<file path="src/alarm_router_consts.vh">
// constants for the alarm sub-output router
`ifndef ALARM_ROUTER_CONSTS_VH
`define ALARM_ROUTER_CONSTS_VH
`define CLK_FREQ_HZ 125000000
`define TICK_PERIOD_S 1
`define TICK_CYCLES (`CLK_FREQ_HZ * `TICK_PERIOD_S)
`define DELAY_W 10
`define DELAY_MAX 10'h03E7
`define DELAY_DEFAULT 10'h0000
`define SRC_W 3
`define SRC_NONE 3'h0
`define SRC_GEN1 3'h1
`define SRC_GEN2 3'h2
`define SRC_GEN3 3'h3
`define SRC_GEN4 3'h4
`define SRC_HEATER 3'h5
`define SRC_LOOP 3'h6
`define NUM_SRC 6
`define NUM_OUT 4
`define IDX_HEATER 4
`define IDX_LOOP 5
`define PCT_W 10
`define PCT_ZERO 10'h0000
`define PCT_FULL 10'h03E8
`define ADDR_CTRL 8'h00
`define ADDR_SELECT 8'h04
`define ADDR_POLARITY 8'h08
`define ADDR_LATCH_EN 8'h0C
`define ADDR_LATCH_STAT 8'h10
`define ADDR_OUT_STAT 8'h14
`define ADDR_IRQ_STAT 8'h18
`define ADDR_IRQ_MASK 8'h1C
`define ADDR_ON_DELAY0 8'h20
`define ADDR_OFF_DELAY0 8'h40
`define RESP_OKAY 2'b00
`define RESP_SLVERR 2'b10
`endif

</file>
<file path="src/alarm_sub_output_router.v">
// alarm sub-output router: delays, latches, polarity and routing to relays
`include "alarm_router_consts.vh"
`timescale 1ns/1ps
`default_nettype none
module alarm_sub_output_router #(
    parameter TICK_CYCLES = `TICK_CYCLES
) (
    // clock and reset
    input wire aclk,
    input wire aresetn,
    // alarm condition inputs from detectors (asynchronous)
    input wire [3:0] general_alarm,
    input wire heater_break_ch1,
    input wire heater_break_ch2,
    input wire loop_break_detect,
    input wire [`PCT_W-1:0] control_output,
    input wire process_value_in_deadband,
    input wire digital_input_4,
    // unit strap
    input wire out2_is_relay,
    // relay drivers
    output reg [`NUM_OUT-1:0] relay_contact,
    output reg irq,
    // axi4-lite slave
    input wire [7:0] s_axi_awaddr,
    input wire s_axi_awvalid,
    output reg s_axi_awready,
    input wire [31:0] s_axi_wdata,
    input wire [3:0] s_axi_wstrb,
    input wire s_axi_wvalid,
    output reg s_axi_wready,
    output reg [1:0] s_axi_bresp,
    output reg s_axi_bvalid,
    input wire s_axi_bready,
    input wire [7:0] s_axi_araddr,
    input wire s_axi_arvalid,
    output reg s_axi_arready,
    output reg [31:0] s_axi_rdata,
    output reg [1:0] s_axi_rresp,
    output reg s_axi_rvalid,
    input wire s_axi_rready
);

    localparam NS = `NUM_SRC;
    localparam DW = `DELAY_W;
    // two-stage synchronisers for everything arriving from outside the clock
    reg [9:0] sync_a;
    reg [9:0] sync_b;
    reg [`PCT_W-1:0] pct_a;
    reg [`PCT_W-1:0] pct_b;
    reg out2_relay_a;
    reg out2_relay_b;
    reg di4_last;
    // software registers
    reg out2_mode_none;
    reg [`NUM_OUT*`SRC_W-1:0] sub_output_select;
    reg [NS-1:0] contact_polarity;
    reg [NS-1:0] latch_enable;
    reg heater_break_ch2_enable;
    reg [NS*DW-1:0] on_delay_time;
    reg [NS*DW-1:0] off_delay_time;
    reg [NS-1:0] irq_mask;
    reg [NS-1:0] irq_status;
    // per-source state
    reg [NS-1:0] latch_status;
    reg [NS-1:0] alarm_out;
    reg [NS-1:0] alarm_out_q;
    reg [NS-1:0] on_counting;
    reg [NS-1:0] off_counting;
    reg [NS*DW-1:0] count;
    reg [31:0] tick_cnt;
    reg tick;
    // bus state
    reg aw_held;
    reg w_held;
    reg [7:0] aw_addr;
    reg [31:0] w_data;
    reg [3:0] w_strb;
    wire [NS-1:0] cond;
    wire [NS-1:0] release_cond;
    wire loop_release;
    wire di4_rise;
    wire do_write;
    reg [NS-1:0] clear_req;
    reg [31:0] rd_val;
    reg rd_ok;
    reg wr_ok;
    reg [`NUM_OUT-1:0] next_relay;
    // one loop index per process so that no variable has two drivers
    integer i, j, k, m, n;
    function [DW-1:0] field;
        input [NS*DW-1:0] vec;
        input integer idx;
        begin
            field = vec[idx*DW +: DW];
        end
    endfunction
    function [DW-1:0] clamp_delay;
        input [31:0] v;
        begin
            clamp_delay = (v > `DELAY_MAX) ? `DELAY_MAX : v[DW-1:0];
        end
    endfunction
    assign loop_release = (pct_b != `PCT_ZERO && pct_b != `PCT_FULL) || sync_b[8];
    assign cond[3:0] = sync_b[3:0];
    assign cond[`IDX_HEATER] = sync_b[4] | (sync_b[5] & heater_break_ch2_enable);
    assign cond[`IDX_LOOP] = sync_b[6] & ~loop_release;
    assign release_cond = ~cond;
    assign di4_rise = sync_b[9] & ~di4_last;
    assign do_write = aw_held & w_held & ~s_axi_bvalid;
    always @(posedge aclk) begin
        sync_a <= {digital_input_4, process_value_in_deadband, 1'b0, loop_break_detect,
                   heater_break_ch2, heater_break_ch1, general_alarm};
        sync_b <= sync_a;
        pct_a <= control_output;
        pct_b <= pct_a;
        out2_relay_a <= out2_is_relay;
        out2_relay_b <= out2_relay_a;
        di4_last <= sync_b[9];
    end

    // seconds tick
    always @(posedge aclk) begin
        if (!aresetn) begin
            tick_cnt <= 32'h0000_0000;
            tick <= 1'b0;
        end else begin
            tick <= (tick_cnt == TICK_CYCLES - 1);
            tick_cnt <= (tick_cnt == TICK_CYCLES - 1) ? 32'h0000_0000 : tick_cnt + 32'h0000_0001;
        end
    end
    // latch-clear requests from software writes and the digital input
    always @* begin
        clear_req = {NS{1'b0}};
        if (do_write && aw_addr == `ADDR_LATCH_STAT && w_strb[0]) begin
            clear_req = ~w_data[NS-1:0];
        end
        if (di4_rise) begin
            clear_req[`IDX_HEATER] = 1'b1;
        end
    end

    // delay engines, one per source
    always @(posedge aclk) begin
        if (!aresetn) begin
            alarm_out <= {NS{1'b0}};
            on_counting <= {NS{1'b0}};
            off_counting <= {NS{1'b0}};
            latch_status <= {NS{1'b0}};
            count <= {NS*DW{1'b0}};
        end else begin
            for (i = 0; i < NS; i = i + 1) begin
                if (cond[i] && latch_enable[i]) begin
                    latch_status[i] <= 1'b1;
                end else if (clear_req[i] && release_cond[i] && !off_counting[i]) begin
                    latch_status[i] <= 1'b0;
                end
                if (cond[i]) begin
                    off_counting[i] <= 1'b0;
                    if (!alarm_out[i]) begin
                        if (field(on_delay_time, i) == `DELAY_DEFAULT) begin
                            alarm_out[i] <= 1'b1;
                        end else if (!on_counting[i]) begin
                            on_counting[i] <= 1'b1;
                            count[i*DW +: DW] <= field(on_delay_time, i);
                        end else if (tick) begin
                            if (field(count, i) == 1) begin
                                alarm_out[i] <= 1'b1;
                                on_counting[i] <= 1'b0;
                            end
                            count[i*DW +: DW] <= field(count, i) - 1'b1;
                        end
                    end
                end else begin
                    on_counting[i] <= 1'b0;
                    if (alarm_out[i] && !latch_status[i]) begin
                        if (field(off_delay_time, i) == `DELAY_DEFAULT) begin
                            alarm_out[i] <= 1'b0;
                        end else if (!off_counting[i]) begin
                            off_counting[i] <= 1'b1;
                            count[i*DW +: DW] <= field(off_delay_time, i);
                        end else if (tick) begin
                            if (field(count, i) == 1) begin
                                alarm_out[i] <= 1'b0;
                                off_counting[i] <= 1'b0;
                            end
                            count[i*DW +: DW] <= field(count, i) - 1'b1;
                        end
                    end else begin
                        off_counting[i] <= 1'b0;
                    end
                end
            end
        end
    end

    // routing and contact polarity
    always @* begin
        for (j = 0; j < `NUM_OUT; j = j + 1) begin
            case (sub_output_select[j*`SRC_W +: `SRC_W])
                `SRC_GEN1, `SRC_GEN2, `SRC_GEN3, `SRC_GEN4, `SRC_HEATER, `SRC_LOOP: begin
                    next_relay[j] = alarm_out[sub_output_select[j*`SRC_W +: `SRC_W] - 1'b1] ^
                                    contact_polarity[sub_output_select[j*`SRC_W +: `SRC_W] - 1'b1];
                end
                default: begin
                    next_relay[j] = 1'b0;
                end
            endcase
        end
        if (!(out2_relay_b && out2_mode_none)) begin
            next_relay[2] = 1'b0;
        end
    end

    always @(posedge aclk) begin
        if (!aresetn) begin
            relay_contact <= {`NUM_OUT{1'b0}};
            irq <= 1'b0;
            alarm_out_q <= {NS{1'b0}};
        end else begin
            relay_contact <= next_relay;
            irq <= |(irq_status & irq_mask);
            alarm_out_q <= alarm_out;
        end
    end

    // register read decode
    always @* begin
        rd_val = 32'h0000_0000;
        rd_ok = 1'b1;
        case (s_axi_araddr)
            `ADDR_CTRL: rd_val = {30'h0000_0000, heater_break_ch2_enable, out2_mode_none};
            `ADDR_SELECT: rd_val = {20'h0_0000, sub_output_select};
            `ADDR_POLARITY: rd_val = {26'h000_0000, contact_polarity};
            `ADDR_LATCH_EN: rd_val = {26'h000_0000, latch_enable};
            `ADDR_LATCH_STAT: rd_val = {26'h000_0000, latch_status};
            `ADDR_OUT_STAT: rd_val = {26'h000_0000, alarm_out};
            `ADDR_IRQ_STAT: rd_val = {26'h000_0000, irq_status};
            `ADDR_IRQ_MASK: rd_val = {26'h000_0000, irq_mask};
            default: begin
                rd_ok = 1'b0;
                for (k = 0; k < NS; k = k + 1) begin
                    if (s_axi_araddr == `ADDR_ON_DELAY0 + 4 * k) begin
                        rd_val = {22'h00_0000, field(on_delay_time, k)};
                        rd_ok = 1'b1;
                    end
                    if (s_axi_araddr == `ADDR_OFF_DELAY0 + 4 * k) begin
                        rd_val = {22'h00_0000, field(off_delay_time, k)};
                        rd_ok = 1'b1;
                    end
                end
            end
        endcase
    end

    always @* begin
        wr_ok = (aw_addr <= `ADDR_IRQ_MASK && aw_addr[1:0] == 2'b00 && aw_addr != `ADDR_OUT_STAT);
        for (m = 0; m < NS; m = m + 1) begin
            if (aw_addr == `ADDR_ON_DELAY0 + 4 * m || aw_addr == `ADDR_OFF_DELAY0 + 4 * m) begin
                wr_ok = 1'b1;
            end
        end
    end

    // axi4-lite slave and register writes
    always @(posedge aclk) begin
        if (!aresetn) begin
            s_axi_awready <= 1'b1;
            s_axi_wready <= 1'b1;
            s_axi_bvalid <= 1'b0;
            s_axi_bresp <= `RESP_OKAY;
            s_axi_arready <= 1'b1;
            s_axi_rvalid <= 1'b0;
            s_axi_rresp <= `RESP_OKAY;
            s_axi_rdata <= 32'h0000_0000;
            aw_held <= 1'b0;
            w_held <= 1'b0;
            aw_addr <= 8'h00;
            w_data <= 32'h0000_0000;
            w_strb <= 4'h0;
            out2_mode_none <= 1'b0;
            sub_output_select <= {`SRC_GEN4, `SRC_GEN3, `SRC_GEN2, `SRC_GEN1};
            contact_polarity <= {NS{1'b0}};
            latch_enable <= {NS{1'b0}};
            heater_break_ch2_enable <= 1'b0;
            on_delay_time <= {NS*DW{1'b0}};
            off_delay_time <= {NS*DW{1'b0}};
            irq_mask <= {NS{1'b0}};
            irq_status <= {NS{1'b0}};
        end else begin
            if (s_axi_awvalid && s_axi_awready) begin
                aw_addr <= s_axi_awaddr;
                aw_held <= 1'b1;
                s_axi_awready <= 1'b0;
            end
            if (s_axi_wvalid && s_axi_wready) begin
                w_data <= s_axi_wdata;
                w_strb <= s_axi_wstrb;
                w_held <= 1'b1;
                s_axi_wready <= 1'b0;
            end
            // hardware set wins over a write-one clear in the same cycle
            irq_status <= (irq_status & ~((do_write && aw_addr == `ADDR_IRQ_STAT && w_strb[0]) ?
                          w_data[NS-1:0] : {NS{1'b0}})) | (alarm_out & ~alarm_out_q);
            if (do_write) begin
                aw_held <= 1'b0;
                w_held <= 1'b0;
                s_axi_bvalid <= 1'b1;
                s_axi_bresp <= wr_ok ? `RESP_OKAY : `RESP_SLVERR;
                if (w_strb[0]) begin
                    case (aw_addr)
                        `ADDR_CTRL: {heater_break_ch2_enable, out2_mode_none} <= w_data[1:0];
                        `ADDR_SELECT: sub_output_select[7:0] <= w_data[7:0];
                        `ADDR_POLARITY: contact_polarity <= w_data[NS-1:0];
                        `ADDR_LATCH_EN: latch_enable <= w_data[NS-1:0];
                        `ADDR_IRQ_MASK: irq_mask <= w_data[NS-1:0];
                        default: begin
                            for (n = 0; n < NS; n = n + 1) begin
                                if (aw_addr == `ADDR_ON_DELAY0 + 4 * n) begin
                                    on_delay_time[n*DW +: DW] <= clamp_delay(w_data);
                                end
                                if (aw_addr == `ADDR_OFF_DELAY0 + 4 * n) begin
                                    off_delay_time[n*DW +: DW] <= clamp_delay(w_data);
                                end
                            end
                        end
                    endcase
                end
                if (w_strb[1] && aw_addr == `ADDR_SELECT) begin
                    sub_output_select[11:8] <= w_data[11:8];
                end
            end
            if (s_axi_bvalid && s_axi_bready) begin
                s_axi_bvalid <= 1'b0;
                s_axi_awready <= 1'b1;
                s_axi_wready <= 1'b1;
            end
            if (s_axi_arvalid && s_axi_arready) begin
                s_axi_arready <= 1'b0;
                s_axi_rvalid <= 1'b1;
                s_axi_rdata <= rd_val;
                s_axi_rresp <= rd_ok ? `RESP_OKAY : `RESP_SLVERR;
            end
            if (s_axi_rvalid && s_axi_rready) begin
                s_axi_rvalid <= 1'b0;
                s_axi_arready <= 1'b1;
            end
        end
    end

endmodule
`default_nettype wire

</file>
<file path="config.mk">
export PLATFORM = sky130hd
export DESIGN_NAME = alarm_sub_output_router
export DESIGN_NICKNAME = d
export VERILOG_FILES = /design/src/alarm_sub_output_router.v
export VERILOG_INCLUDE_DIRS = /design/src
export SDC_FILE = /design/constraint.sdc
export NUM_CORES = 1
export LEC_CHECK = 0
export ABC_AREA = 1
export BUFFER_PORTS_ARGS = -buffer_cell sky130_fd_sc_hd__buf_2
export CAP_MARGIN = 40
export CORE_MARGIN = 2
export CORE_UTILIZATION = 40
export CTS_CLUSTER_SIZE = 28
export DETAILED_ROUTE_END_ITERATION = 16
export SYNTH_ARGS = -nofsm -noshare
export SYNTH_HDL_FRONTEND = slang
export SYNTH_SLANG_ARGS = --single-unit
export TNS_END_PERCENT = 5
</file>
<file path="constraint.sdc">
create_clock -name aclk -period 1.9 [get_ports aclk]
set_input_delay 0.475 -clock aclk [delete_from_list [all_inputs] [get_ports aclk]]
set_output_delay 0.475 -clock aclk [all_outputs]
set_load 0.02 [all_outputs]
</file>
==> results by group <==
Yosys
  • Seq cells post-synth: between 300 and 400
  • Post-synthesis sequential area ratio: between 40% and 50%
  • Cell variety after synth: 53
  • Post-synthesis mux area share: 0%
  • Ys async rst share: 0%
  • Syn Inst Count: 2793
  • Area leader, netlist: dfxtp_1
  • Post-Synth Adder-Cell Area: around 1.9%
  • Synth warn: 0
  • Synth top area cells: dfxtp_1 (40%), o21ai_0 (10%), a21oi_1 (7.6%)
  • Post-synth EDFFs: 0
  • Post-synth top flop: dfxtp_1
  • Main combinational cell family by area after synthesis: compound AO/OA/AOI/OAI gates
  • Compound-Gate Fraction of Synth Area: 23.92%
  • Synth top area share: about two fifths
  • Post-Synth Simple-Gate Area: about a fifth
  • Mapped Area: between 15000 and 20000 um2
  • Post-Syn Area per Cell: 6.958 um2
  • Area share of xor/xnor cells in the synthesized design: 2.254%

Floorplanning
  • Initial Utilization: 40.61%
  • Die W: around 220 um
  • Vert. Die Dim: about 220 um
  • Site row count: 80
  • Die Area: between 50000 and 60000 um2
  • Core area: approximately 48000 um2
  • Ports: approximately 130

Worst hold path
  • Worst hold path type: input port to register

Routing
  • WL/cell: ~18 um
  • Drt pass-1 iters: 5
  • Drt via density: 5.323
  • Post-route ant nets: 0
  • Via Count: just under 20000
  • Routed WL: roughly 67000 um
  • DRC viols: 0
  • Drt initial violations: between 1500 and 2000

Layout
  • Final nets: 3172
  • Multi-input combinational cell area: between 10000 and 15000 um2
  • ANT cells: 0
  • Commonest non-fill, non-tap cell in the layout: nand2_1
  • Layout area overhead: 24.72%
  • Most frequent cells in the layout: nand2_1 (392), dfxtp_1 (380), o21ai_0 (375)
  • Register area: around 8000 um2
  • Fill cell count: approximately 4700
  • Final Core Density: ~51%
  • Final Instance Area: roughly 24000 um2
  • Layout cells sized above 1: between 10% and 20%

Critical path
  • Crit path buffers/inverters: 4
  • Crit-path slowest cell: dfxtp_1
  • CP max FO: 11
  • CP Capture Type: register
  • CP cell instances: inv_2, nand3_2, inv_2, a21oi_2, nand4_4, buf_4, nor2_2, nand3_1, buf_12, o21ai_0, a21oi_1
  • Critical Path Max Stage Delay: about 0.36 ns
  • CP delay by family, top: simple AND/OR/NAND/NOR gates
  • Critical Path Most Common Cell: inv_2
  • Startpoint types: register
  • Critical setup path kind: register to register
  • Worst EP required: 2.38 ns
  • CP arrival: around 2.4 ns

Global routing
  • First-pass GRT wire length: roughly 100000 um
  • GRT Overall Usage: 25.69%
  • Gr ovfl total: 0
  • Antenna violations before repair: 2
  • Vias in the first global route: roughly 18000
  • Pin count of the biggest net entering global routing: 67

STA
  • Slew margin rel.: 48.38%
  • Skew final: about 0.022 ns
  • Slew of the pin with the lowest slew margin: ~0.77 ns
  • Final Max Tran Viols: 0
  • Unrepaired setup endpoints after global routing: true
  • Final Worst Setup Slack: 0.02334 ns
  • Worst Hold Margin: 0.1165 ns
  • Final hold vios: 0
  • Period utilization: a little over nine tenths
  • Final setup viols: 0
  • Maximum clock rate: between 500 and 600 MHz
  • Post-route minimum period: between 1.5 and 2 ns

Pwr
  • Peak supply drop: roughly 0.00066 V
  • Pwr/cell area: between 700 and 800 nW/um2
  • Lkg Pwr: approximately 10 nW
  • Pwr Total: 0.01855 W

CTS
  • Skew-Pair Late Insertion Delay: 0.59 ns
  • H-tree Lvls: 2
  • # clock sinks: 390
  • Clk buf depth: 3
  • Cts bufs inserted: between 40 and 50
  • Clock transition at path regs: roughly 0.06 ns
  • Root cell of the clock tree: clkbuf_16
  • CTS tree: built

Status
  • Status: finished, final reports clean

Placement
  • Placed Area: about 22000 um2
  • Final HPWL from detailed placement: around 51000 um
  • I/O Buffers: 100
  • Setup Slack @ Placement: -0.3429 ns
  • GP Congestion: between 0.9 and 1

Run
  • Max Cap Viol: 0
## where the power goes
part | internal, W | switching (W) | leakage, nW
combinational | 0.000480 | 0.000813 | 6.03
clock | 0.00500 | 0.00373 | 0.714
sequential | 0.00838 | 0.000150 | 3.18
total | 0.0139 | 0.00470 | 9.92
## final timing paths
| kind | endpoint | cells after the start | slack [ns] | start |
|---|---|---|---|---|
| max reg2reg | off_delay_time[53] | 11 | 0.02 | aw_addr[2] |
| min | s_axi_arready | 3 | 0.12 | s_axi_rready |
| max | off_delay_time[53] | 11 | 0.02 | aw_addr[2] |
| min reg2reg | sync_b[1] | 0 | 0.32 | sync_a[1] |
## registers in the layout, indices dropped and copies added, names as in the netlist, 8 cells and up
register           flops
aw_addr                8
count                 60
off_delay_time        60
on_delay_time         60
pct_a                 10
pct_b                 10
s_axi_rdata           12
sub_output_select     12
sync_a                 9
sync_b                 9
tick_cnt              32
w_data                32
## tightest hold or removal path: stages
cell	delay (ns)
buf_2	0.08
a21oi_1	0.07
nand2_1	0.06
## area by class of cell
class                      instances  area share (%)
clock buffer                      59           5.199
timing repair buffer             343           11.28
clock inverter                    21          0.9086
tap                              615           3.175
multi-input combinational       1909           41.35
inverter                         375           5.823
sequential                       390           32.27
## timing repair
| action | CTS | global route |
|---|---|---|
| buffers inserted | 0 | 7 |
| hold buffers | 20 | 0 |
| hold endpoints to repair | 20 | 0 |
| gates resized for setup | 6 | 115 |
| pin swaps | 0 | 9 |
| endpoints found under the setup margin | 91 | 201 |
## metal layers
layer / wire length (um) / vias to the layer above / part of all wire, % / global-route usage [%]
met2: 31150 / 582 / 47 / 42.41
li1: - / 9860 / - / -
met1: 30130 / 9219 / 45 / 34.55
met5: 0 / - / 0 / 0
met3: 3936 / 97 / 5.9 / 4.010
met4: 1564 / 0 / 2.3 / 7.862
## cells by family after synthesis
kind of cell,Yosys count
fa+ha+maj,29
xor+xnor,50
flops,390
simple gates,951
other cells,1
buf+inv,515
compound gates,857
## stage by stage
step	cells	TNS [ns]
6_report	3712	0
5_1_grt	3712	-3.157
4_1_cts	3705	-0.04718
3_5_place_dp	3605	-3.574
3_3_place_gp	3605	-2.519
2_1_floorplan	2814	0
## Yosys cell counts (7+ instances only)
cell      count
a211oi_1     12
ha_1         29
a22oi_1       7
o21ai_0     398
buf_2        23
nand2_1     396
buf_4        23
nand4_1      50
xnor2_1      13
nor3_1       48
or2_2        10
clkbuf_1     91
a31oi_1      22
dfxtp_1     390
o22ai_1      30
nand3_1     111
a21oi_1     297
nor4_1       29
nor2_1      276
o21ai_1       8
inv_2         8
o211ai_1     46
inv_1       362
xor2_1       37
nor2_2        9
Note: power is estimated with default switching activity, not from simulation.
